<file path="src/logic/vpd_pkg.sv">
package vpd_pkg;
	// ************************************************
	// Register map
	// ************************************************
	localparam logic [7:0] REG_CTRL = 8'h03;
	localparam logic [7:0] REG_DATA_FIRST = 8'h04;
	localparam logic [7:0] REG_DATA_LAST = 8'h28;
	localparam int DATA_REGS = 37;
	localparam logic [7:0] CTRL_RESET = 8'h00;
	localparam logic [7:0] DATA_RESET = 8'h00;
	localparam logic [7:0] DATA_FILL = 8'hff;
	// Control fields
	localparam int BIT_FMT = 0;
	localparam int BIT_SRC = 1;
	localparam int BIT_HDR = 2;
	localparam int BIT_ORD_LO = 3;
	localparam int BIT_ORD_HI = 4;
	localparam int BIT_DSV = 5;
	localparam logic [4:0] CTRL_WR_MASK = 5'h1f;

	// ************************************************
	// I2C slave address (arbitrary)
	// ************************************************
	localparam logic [6:0] I2C_DEV_ADDR = 7'h2e;

	// ************************************************
	// Line kinds from the slicer timing
	// ************************************************
	localparam logic [1:0] KIND_VPS = 2'h0;
	localparam logic [1:0] KIND_F1 = 2'h1;
	localparam logic [1:0] KIND_F2 = 2'h2;
	localparam logic [1:0] KIND_HDR = 2'h3;

	// ************************************************
	// I2C slave states
	// ************************************************
	typedef enum logic [2:0] {
		S_IDLE = 3'h0,
		S_ADDR = 3'h1,
		S_ADDR_ACK = 3'h3,
		S_RECV = 3'h2,
		S_RECV_ACK = 3'h6,
		S_SEND = 3'h7,
		S_SEND_ACK = 3'h5
	} vpd_state_e;
endpackage

</file>
<file path="src/logic/vpd_ham_if.sv">
`timescale 1ns/10ps
interface vpd_ham_if;
	logic [7:0] code;
	logic [3:0] data;
	modport dec (input code, output data);
	modport user (output code, input data);
endinterface

</file>
<file path="src/logic/vpd_acquisition.sv">
`timescale 1ns/10ps
// Contract
// - Three modes: packet 8/30 lines, VPS line 16, teletext header bytes.
// - PDC mode takes only 8/30 lines; format 1 bytes stored unaltered.
// - Format 2 protected bytes are Hamming checked, single errors corrected.
// - Header mode order 1X stores all header bytes 4-45, protected ones corrected.
// - Stored bytes readable over I2C at any time.
// - Power-on state is VPS mode.
// - Data RAM is writable over I2C and reads back what was written.
// - Data set valid rises when a reception completes.
// - Stop after read of 4..40 clears data set valid unless new data came.
// - VPS mode: valid pin low after reception, high at line 16 start.
// - PDC/header: valid pin low on valid line, restored at next field.
// - Stop after read of 4..40 loads 255 into 4..40 unless new data.
// - New reception overwrites the all-ones contents.
// - Bit 0 in PDC mode: 0 format 2, 1 format 1 or header.
// - Bit 1: 0 VPS mode, 1 PDC mode.
// - Bit 2: 0 format 1 storage, 1 header mode.
// - Order bits: 00 38-45,30-37; 01 22-29,14-21; 1X linear 4-45.
// - Data set valid bit 5 is read only.
// - First received bit is stored in bit 7.
// - Format 2 packs two decoded nibbles into one register.
module vpd_acquisition (
	// Clock and reset
	input wire logic mclk,
	input wire logic nrst,
	// I2C pins
	input wire logic sclIn,
	input wire logic sdaIn,
	output logic sdaOut,
	output logic sdaOeN,
	// Slicer and acquisition timing
	input wire logic rxBit,
	input wire logic rxBitStrobe,
	input wire logic rxLineStart,
	input wire logic [1:0] rxLineKind,
	input wire logic rxLineDone,
	input wire logic line16Start,
	input wire logic fieldStart,
	// Data valid pin
	output logic dataValidN
);
	// ************************************************
	// Declarations
	// ************************************************
	logic [7:0] ctrlReg;
	logic [7:0] dataMem [0:vpd_pkg::DATA_REGS-1];
	logic [1:0] sclSync;
	logic [1:0] sdaSync;
	logic sclD;
	logic sdaD;
	logic sclRise;
	logic sclFall;
	logic startCond;
	logic stopCond;
	vpd_pkg::vpd_state_e stateReg;
	logic [3:0] bitCnt;
	logic [7:0] shiftIn;
	logic [7:0] txShift;
	logic [7:0] subAddr;
	logic firstByte;
	logic readDir;
	logic busy;
	logic readTouched;
	logic newDuring;
	logic i2cWr;
	logic fillEvt;
	logic newData;
	logic [1:0] wantKind;
	logic lineActive;
	logic [1:0] curKind;
	logic [6:0] rxShift;
	logic [2:0] rxBitCnt;
	logic [5:0] rxIdx;
	logic [7:0] rxByte;
	logic byteDone;
	logic [3:0] pendNib;
	logic stEn;
	logic pendLd;
	logic [5:0] stAddr;
	logic [7:0] stVal;
	logic [3:0] nib;
	logic drvLow;
	vpd_ham_if ham ();

	vpd_hamming_dec uHam (
		.h(ham.dec)
	);

	function automatic logic [7:0] readByte(input logic [7:0] a);
		logic [7:0] r;
		r = 8'h00;
		if (a == vpd_pkg::REG_CTRL) begin
			r = {2'h0, ctrlReg[5:0]};
		end else if (a >= vpd_pkg::REG_DATA_FIRST && a <= vpd_pkg::REG_DATA_LAST) begin
			r = dataMem[6'(a - vpd_pkg::REG_DATA_FIRST)];
		end
		return r;
	endfunction

	// ************************************************
	// Pin synchronisers and bus conditions
	// ************************************************
	always_ff @(posedge mclk or negedge nrst) begin
		if (!nrst) begin
			sclSync <= 2'h3;
			sdaSync <= 2'h3;
			sclD <= 1'b1;
			sdaD <= 1'b1;
		end else begin
			sclSync <= {sclSync[0], sclIn};
			sdaSync <= {sdaSync[0], sdaIn};
			sclD <= sclSync[1];
			sdaD <= sdaSync[1];
		end
	end

	assign sclRise = sclSync[1] && !sclD;
	assign sclFall = !sclSync[1] && sclD;
	assign startCond = sclSync[1] && sclD && sdaD && !sdaSync[1];
	assign stopCond = sclSync[1] && sclD && !sdaD && sdaSync[1];
	assign i2cWr = (stateReg == vpd_pkg::S_RECV) && sclFall && bitCnt == 4'h8 && !firstByte;
	assign newData = rxLineDone && lineActive;
	assign fillEvt = stopCond && readTouched && !newDuring && !newData;

	// ************************************************
	// I2C slave
	// ************************************************
	always_ff @(posedge mclk or negedge nrst) begin
		if (!nrst) begin
			stateReg <= vpd_pkg::S_IDLE;
			bitCnt <= 4'h0;
			shiftIn <= 8'h00;
			txShift <= 8'hff;
			subAddr <= 8'h00;
			firstByte <= 1'b0;
			readDir <= 1'b0;
		end else if (startCond) begin
			stateReg <= vpd_pkg::S_ADDR;
			bitCnt <= 4'h0;
		end else if (stopCond) begin
			stateReg <= vpd_pkg::S_IDLE;
		end else if (sclRise) begin
			shiftIn <= {shiftIn[6:0], sdaSync[1]};
			bitCnt <= 4'(bitCnt + 4'h1);
			if (stateReg == vpd_pkg::S_SEND_ACK && sdaSync[1]) begin
				stateReg <= vpd_pkg::S_IDLE;
			end
		end else if (sclFall) begin
			case (stateReg)
				vpd_pkg::S_ADDR: begin
					if (bitCnt == 4'h8) begin
						if (shiftIn[7:1] == vpd_pkg::I2C_DEV_ADDR) begin
							stateReg <= vpd_pkg::S_ADDR_ACK;
							readDir <= shiftIn[0];
						end else begin
							stateReg <= vpd_pkg::S_IDLE;
						end
					end
				end
				vpd_pkg::S_ADDR_ACK: begin
					bitCnt <= 4'h0;
					firstByte <= !readDir;
					if (readDir) begin
						stateReg <= vpd_pkg::S_SEND;
						txShift <= readByte(subAddr);
						subAddr <= 8'(subAddr + 8'h01);
					end else begin
						stateReg <= vpd_pkg::S_RECV;
					end
				end
				vpd_pkg::S_RECV: begin
					if (bitCnt == 4'h8) begin
						stateReg <= vpd_pkg::S_RECV_ACK;
						firstByte <= 1'b0;
						subAddr <= firstByte ? shiftIn : 8'(subAddr + 8'h01);
					end
				end
				vpd_pkg::S_RECV_ACK: begin
					stateReg <= vpd_pkg::S_RECV;
					bitCnt <= 4'h0;
				end
				vpd_pkg::S_SEND: begin
					if (bitCnt == 4'h8) begin
						stateReg <= vpd_pkg::S_SEND_ACK;
						txShift <= 8'hff;
					end else begin
						txShift <= {txShift[6:0], 1'b1};
					end
				end
				vpd_pkg::S_SEND_ACK: begin
					stateReg <= vpd_pkg::S_SEND;
					bitCnt <= 4'h0;
					txShift <= readByte(subAddr);
					subAddr <= 8'(subAddr + 8'h01);
				end
				default: begin
					stateReg <= vpd_pkg::S_IDLE;
				end
			endcase
		end
	end

	// Open-drain SDA, enable low while pulling low
	assign drvLow = stateReg == vpd_pkg::S_ADDR_ACK || stateReg == vpd_pkg::S_RECV_ACK
		|| (stateReg == vpd_pkg::S_SEND && !txShift[7]);
	assign sdaOut = 1'b0;
	always_ff @(posedge mclk or negedge nrst) begin
		if (!nrst) begin
			sdaOeN <= 1'b1;
		end else begin
			sdaOeN <= !drvLow;
		end
	end

	// ************************************************
	// Read tracking for flag clear and fill
	// ************************************************
	always_ff @(posedge mclk or negedge nrst) begin
		if (!nrst) begin
			busy <= 1'b0;
			readTouched <= 1'b0;
			newDuring <= 1'b0;
		end else if (stopCond) begin
			busy <= 1'b0;
			readTouched <= 1'b0;
			newDuring <= 1'b0;
		end else begin
			if (startCond) begin
				busy <= 1'b1;
			end
			if (newData && busy) begin
				newDuring <= 1'b1;
			end
			if (sclFall && readDir && (stateReg == vpd_pkg::S_ADDR_ACK || stateReg == vpd_pkg::S_SEND_ACK)
				&& subAddr >= vpd_pkg::REG_DATA_FIRST && subAddr <= vpd_pkg::REG_DATA_LAST) begin
				readTouched <= 1'b1;
			end
		end
	end

	// ************************************************
	// Control register
	// ************************************************
	always_ff @(posedge mclk or negedge nrst) begin
		if (!nrst) begin
			ctrlReg <= vpd_pkg::CTRL_RESET;
		end else begin
			if (i2cWr && subAddr == vpd_pkg::REG_CTRL) begin
				ctrlReg[4:0] <= shiftIn[4:0] & vpd_pkg::CTRL_WR_MASK;
			end
			if (newData) begin
				ctrlReg[vpd_pkg::BIT_DSV] <= 1'b1;
			end else if (fillEvt) begin
				ctrlReg[vpd_pkg::BIT_DSV] <= 1'b0;
			end
		end
	end

	// ************************************************
	// Line selection and bit assembly
	// ************************************************
	always_comb begin
		if (!ctrlReg[vpd_pkg::BIT_SRC]) begin
			wantKind = vpd_pkg::KIND_VPS;
		end else if (!ctrlReg[vpd_pkg::BIT_FMT]) begin
			wantKind = vpd_pkg::KIND_F2;
		end else if (ctrlReg[vpd_pkg::BIT_HDR]) begin
			wantKind = vpd_pkg::KIND_HDR;
		end else begin
			wantKind = vpd_pkg::KIND_F1;
		end
	end

	assign rxByte = {rxShift, rxBit};
	assign byteDone = rxBitStrobe && lineActive && rxBitCnt == 3'h7;
	assign ham.code = rxByte;
	assign nib = ham.data;

	always_ff @(posedge mclk or negedge nrst) begin
		if (!nrst) begin
			lineActive <= 1'b0;
			curKind <= vpd_pkg::KIND_VPS;
			rxShift <= 7'h00;
			rxBitCnt <= 3'h0;
			rxIdx <= 6'h01;
			pendNib <= 4'h0;
		end else if (rxLineStart) begin
			lineActive <= rxLineKind == wantKind;
			curKind <= rxLineKind;
			rxBitCnt <= 3'h0;
			rxIdx <= 6'h01;
		end else if (rxLineDone) begin
			lineActive <= 1'b0;
		end else if (rxBitStrobe && lineActive) begin
			rxShift <= rxByte[6:0];
			rxBitCnt <= 3'(rxBitCnt + 3'h1);
			if (byteDone) begin
				rxIdx <= 6'(rxIdx + 6'h01);
				if (pendLd) begin
					pendNib <= nib;
				end
			end
		end
	end

	// ************************************************
	// Byte placement per mode
	// ************************************************
	always_comb begin
		stEn = 1'b0;
		pendLd = 1'b0;
		stAddr = 6'h00;
		stVal = rxByte;
		case (curKind)
			vpd_pkg::KIND_VPS: begin
				stEn = 1'b1;
				case (rxIdx)
					6'h0b: stAddr = 6'h04;
					6'h0c: stAddr = 6'h05;
					6'h0d: stAddr = 6'h06;
					6'h0e: stAddr = 6'h07;
					6'h05: stAddr = 6'h08;
					6'h0f: stAddr = 6'h09;
					default: stEn = 1'b0;
				endcase
			end
			vpd_pkg::KIND_F1: begin
				stEn = rxIdx >= 6'h0d && rxIdx <= 6'h2d;
				if (rxIdx == 6'h0d || rxIdx == 6'h0e) begin
					stAddr = 6'(rxIdx - 6'h02);
				end else if (rxIdx <= 6'h15) begin
					stAddr = 6'(rxIdx - 6'h0b);
				end else begin
					stAddr = 6'(rxIdx - 6'h09);
				end
			end
			vpd_pkg::KIND_F2: begin
				if (rxIdx >= 6'h1a && rxIdx <= 6'h2d) begin
					stEn = 1'b1;
					stAddr = 6'(rxIdx - 6'h09);
				end else if (rxIdx == 6'h0d) begin
					stEn = 1'b1;
					stAddr = 6'h0a;
					stVal = {nib, 4'h0};
				end else if (rxIdx >= 6'h0e && rxIdx <= 6'h19) begin
					pendLd = !rxIdx[0];
					stEn = rxIdx[0];
					stVal = {pendNib, nib};
					if (rxIdx == 6'h0f) begin
						stAddr = 6'h08;
					end else if (rxIdx == 6'h19) begin
						stAddr = 6'h09;
					end else begin
						stAddr = 6'(6'h04 + ((rxIdx - 6'h11) >> 1));
					end
				end
			end
			default: begin
				if (ctrlReg[vpd_pkg::BIT_ORD_HI]) begin
					if (rxIdx >= 6'h04 && rxIdx <= 6'h0d) begin
						pendLd = !rxIdx[0];
						stEn = rxIdx[0];
						stVal = {pendNib, nib};
						stAddr = 6'(6'h04 + ((rxIdx - 6'h05) >> 1));
					end else if (rxIdx >= 6'h0e && rxIdx <= 6'h2d) begin
						stEn = 1'b1;
						stAddr = 6'(rxIdx - 6'h05);
					end
				end else if (!ctrlReg[vpd_pkg::BIT_ORD_LO]) begin
					stEn = rxIdx >= 6'h1e && rxIdx <= 6'h2d;
					stAddr = rxIdx >= 6'h26 ? 6'(rxIdx - 6'h22) : 6'(rxIdx - 6'h12);
				end else begin
					stEn = rxIdx >= 6'h0e && rxIdx <= 6'h1d;
					stAddr = rxIdx >= 6'h16 ? 6'(rxIdx - 6'h12) : 6'(rxIdx - 6'h02);
				end
			end
		endcase
	end

	// ************************************************
	// Data registers
	// ************************************************
	always_ff @(posedge mclk or negedge nrst) begin
		if (!nrst) begin
			for (int i = 0; i < vpd_pkg::DATA_REGS; i++) begin
				dataMem[i] <= vpd_pkg::DATA_RESET;
			end
		end else begin
			if (fillEvt) begin
				for (int i = 0; i < vpd_pkg::DATA_REGS; i++) begin
					dataMem[i] <= vpd_pkg::DATA_FILL;
				end
			end
			if (i2cWr && subAddr >= vpd_pkg::REG_DATA_FIRST && subAddr <= vpd_pkg::REG_DATA_LAST) begin
				dataMem[6'(subAddr - vpd_pkg::REG_DATA_FIRST)] <= shiftIn;
			end
			if (byteDone && stEn) begin
				dataMem[6'(stAddr - 6'h04)] <= stVal;
			end
		end
	end

	// ************************************************
	// Data valid pin
	// ************************************************
	always_ff @(posedge mclk or negedge nrst) begin
		if (!nrst) begin
			dataValidN <= 1'b1;
		end else if (newData) begin
			dataValidN <= 1'b0;
		end else if (!ctrlReg[vpd_pkg::BIT_SRC] && line16Start) begin
			dataValidN <= 1'b1;
		end else if (ctrlReg[vpd_pkg::BIT_SRC] && fieldStart) begin
			dataValidN <= 1'b1;
		end
	end
endmodule // vpd_acquisition

</file>
<file path="src/logic/vpd_hamming_dec.sv">
`timescale 1ns/10ps
module vpd_hamming_dec (
	// Code byte in, nibble out
	vpd_ham_if.dec h
);
	// ************************************************
	// Parity tests, first bit received in bit 7
	// ************************************************
	logic testA;
	logic testB;
	logic testC;
	logic testAll;
	assign testA = h.code[7] ^ h.code[6] ^ h.code[2] ^ h.code[0];
	assign testB = h.code[6] ^ h.code[5] ^ h.code[4] ^ h.code[0];
	assign testC = h.code[6] ^ h.code[4] ^ h.code[3] ^ h.code[2];
	assign testAll = ^h.code;

	// ************************************************
	// Single error correction of data bits
	// ************************************************
	always_comb begin
		h.data = {h.code[6], h.code[4], h.code[2], h.code[0]};
		if (!testAll) begin
			if (!testA && !testB && !testC) begin
				h.data[3] = ~h.code[6];
			end else if (testA && !testB && !testC) begin
				h.data[2] = ~h.code[4];
			end else if (!testA && testB && !testC) begin
				h.data[1] = ~h.code[2];
			end else if (!testA && !testB && testC) begin
				h.data[0] = ~h.code[0];
			end
		end
	end
endmodule // vpd_hamming_dec

</file>
<file path="config.mk">
export PLATFORM = sky130hd
export DESIGN_NAME = vpd_acquisition
export DESIGN_NICKNAME = d
export VERILOG_FILES = /design/src/logic/vpd_pkg.sv /design/src/logic/vpd_ham_if.sv /design/src/logic/vpd_acquisition.sv /design/src/logic/vpd_hamming_dec.sv
export SDC_FILE = /design/constraint.sdc
export NUM_CORES = 1
export LEC_CHECK = 0
export BUFFER_PORTS_ARGS = -buffer_cell sky130_fd_sc_hd__buf_2
export CORE_MARGIN = 4
export CORE_UTILIZATION = 60
export CTS_CLUSTER_DIAMETER = 30
export DETAILED_ROUTE_END_ITERATION = 8
export PLACE_DENSITY = 0.79
export SLEW_MARGIN = 20
export SYNTH_ARGS = -nofsm -noshare
export SYNTH_HDL_FRONTEND = slang
export SYNTH_HIERARCHICAL = 1
export SYNTH_SLANG_ARGS = --single-unit
</file>
<file path="constraint.sdc">
create_clock -name mclk -period 8.5 [get_ports mclk]
set_input_delay 0.425 -clock mclk [delete_from_list [all_inputs] [get_ports mclk]]
set_output_delay 0.425 -clock mclk [all_outputs]
set_load 0.005 [all_outputs]
</file>
==> flow_metrics.tcl <==
set metrics [dict create \
    place_congestion 0.979 \
    status "complete, no violations" \
    cts_root_buf "clkbuf_16" \
    yosysTopAreaCell "dfrtp_1" \
    worstHoldStart "rxBitStrobe" \
    drive_gt1_share_pct 15.6 \
    syn_inst 2678 \
    clkSlewWorstSetupHoldPaths_ns 0.05 \
    drc_errors 0 \
    grt_pass1_vias 22000 \
    grt_pass1_wl_um 126000 \
    fin_nets 2639 \
    drtAntennaViolNets 0 \
    fmax_ghz 0.169 \
    grt_overflow 0 \
    syn-num-nets 2715 \
    cp-end-kind "register" \
    power_w 0.00603 \
    p_leak_nw 13.0 \
    hold_class "primary input to register" \
    ys_ff_latch 369 \
    yosysMostFrequentCell "nor2_1" \
    viasPerCell 7.00 \
    n_fill_cell 2794 \
    finalSetupViolCount 0 \
    synth-seq-area-share_pct 38.2 \
    cts.htree.levels 3 \
    drt-wirelength-per-cell_um 25.0 \
    critPathMaxFanout 20 \
    irDropWorstVdd_v 0.000166 \
    dp_hpwl_um 46700 \
    die_w_um 209 \
    port_buffers 13 \
    finalSetupTns_ns 0 \
    crit_arrival_ns 6.39 \
    synth.top_cell.area_share_pct 36.4 \
    startpoint_type "register" \
    cts_resized 0 \
    slew_headroom_pct 14.8 \
    synth_commonest_cells "nor2_1 (536), dfrtp_1 (352), mux2i_1 (292)" \
    dr.pass1.iters 9 \
    slowest_delay_ns 0.86 \
    antenna_found_initial 1 \
    io_pins 15 \
    synth_warnings 6 \
    multiInputGateArea_mm2 0.0141 \
    ys_async_sr_fraction_pct 100 \
    crit_family "compound AO/OA/AOI/OAI gates" \
    reg2reg_from "rxIdx[0]" \
    cts_buffers 89 \
    die_area_mm2 0.0437 \
    final_core_util_pct 69.8 \
    routed_wl_um 80100 \
    crit_required_ns 8.96 \
    syn_to_final_growth_pct 14.7 \
    synth_edf_count 0 \
    rsz0062_at_grt "false" \
    r2r_setup_slack_ns 2.58 \
    grt_max_degree 224 \
    slew_viol_final 0 \
    final-hold-violation-count 0 \
    synth-main-ff-cell "dfrtp_1" \
    worstRegToRegCells 12 \
    clockBufferDepth 3 \
    clk-insertion-delay-late_ns 0.64 \
    max-cap-violations 0 \
    clock_skew_ns 0.0295 \
    core-area_mm2 0.0398 \
    cts.sinks 369 \
    worst_path_max_delay_cell "nor2b_1" \
    synth_cell_type_count 104 \
    critical_path_class "register to register" \
    cts_hold_buffers 3 \
    cts_tree "yes" \
    path_buf_inv 1 \
    seqCellArea_mm2 0.00927 \
    r2r_end "dataMem[10]" \
    min_period_ns 5.92 \
    die_h_um 209 \
    num_rows 73 \
    grt.total_usage_pct 36.0 \
    fin_crit_sh_pct 69.7 \
    worst_hold_path.num_cells 3 \
    path_common_cell "ha_1" \
    cts_setup_buffers 0 \
    vias 22400 \
    start_util_pct 60.8 \
    yosys-top-cells-area "dfrtp_1 (36%), mux2i_1 (12%), nor2_1 (8.3%), a21oi_1 (5.6%), mux4_2 (5.4%)" \
    crit_path_cell_trace "inv_1 -> ha_1 -> nand4bb_1 -> a32oi_1 -> o21ai_1 -> a221oi_1 -> nor2_1 -> ha_1 -> nor2b_1 -> nand2_1 -> a21oi_2 -> o32ai_1" \
    power-per-cell-area_mw_per_mm2 217 \
    drt-initial-drc-count 3383 \
    holdPathEnd "rxBitCnt[1]" \
    synth_area_mm2 0.0242 \
    tightest_slew_ns 1.27 \
    syn_area_per_cell_um2 9.05 \
]
## worst max-delay path by stage
stage,start,endpoint,slack [ns],cells past startpoint
2_1_floorplan,rxIdx[0],dataMem[72],3.96,15
4_1_cts,rxIdx[0],dataMem[10],2.80,12
3_5_place_dp,rxIdx[0],dataMem[11],2.84,12
5_1_grt,rxIdx[0],dataMem[10],2.30,13
6_report,rxIdx[0],dataMem[10],2.58,12
3_3_place_gp,rxIdx[0],dataMem[13],2.96,12
## report_power, final
group	leakage [nW]	total (W)	switching [W]	internal, W
Combinational	6.38	0.000668	0.000521	0.000147
Clock	1.53	0.00351	0.00115	0.00236
Sequential	5.06	0.00185	0.0000599	0.00179
Total	13.0	0.00603	0.00173	0.00429
## kinds of logic after synthesis
family / after synthesis / synth area share [%]
compound gates: 659 / 18.0
xor+xnor: 35 / 1.53
fa+ha+maj: 25 / 1.29
buf+inv: 254 / 4.42
flops: 369 / 38.2
mux: 376 / 18.7
other cells: 1 / 0.0155
simple gates: 959 / 17.9
## sequential cells by signal (all words and copies together), names as in the netlist, 2 cells and up
register	cells
txShift	8
shiftIn	8
sclSync	2
bitCnt	4
curKind	2
dataMem	296
ctrlReg	6
rxBitCnt	3
rxShift	7
sdaSync	2
stateReg	3
rxIdx	6
pendNib	4
subAddr	8
## layout make-up
class / count / area share (%)
multi-input combinational: 2055 / 50.9
sequential: 369 / 33.3
clock buffer: 117 / 9.04
antenna: 1 / 0.00900
tap: 525 / 2.36
clock inverter: 47 / 2.28
inverter: 23 / 0.311
timing repair buffer: 64 / 1.78
## cell usage in the layout, fill, tap and decap left out, drive strengths merged, types with 52 or more instances in the layout
| cell type | netlist | routed |
|---|---|---|
| nand3 | 52 | 52 |
| mux4 | 58 | 58 |
| dfrtp | 352 | 352 |
| o21ai | 132 | 132 |
| buf | 59 | 61 |
| nor2 | 536 | 536 |
| clkbuf | 172 | 117 |
| nand2 | 162 | 162 |
| mux2i | 292 | 292 |
| a21oi | 279 | 279 |
## metrics by stage
stage          worst slack [ns]  cell area (um^2)  hold slack, ns  instances
4_1_cts                    2.80             27700          0.0902       3200
2_1_floorplan              3.96             24200           0.129       2678
3_5_place_dp               2.84             24600           0.348       3033
3_3_place_gp               2.96             24600           0.347       3033
6_report                   2.58             27800           0.104       3201
5_1_grt                    2.30             27800           0.101       3200
## tightest hold or removal path, cell delays in order
cell and delay [ns]:
buf_2 0.12, nand3_1 0.07, a21oi_1 0.05
## metal layers
metal | routed length (um) | global-route usage, % | part of all wire (%) | vias up
met1 | 29400 | 47.7 | 37 | 10800
met5 | 0 | 0 | 0 | -
met2 | 35400 | 53.7 | 44 | 1699
met4 | 4680 | 19.2 | 5.8 | 0
li1 | - | - | - | 9549
met3 | 10600 | 10.9 | 13 | 371
(Power assumes the default switching activity.)
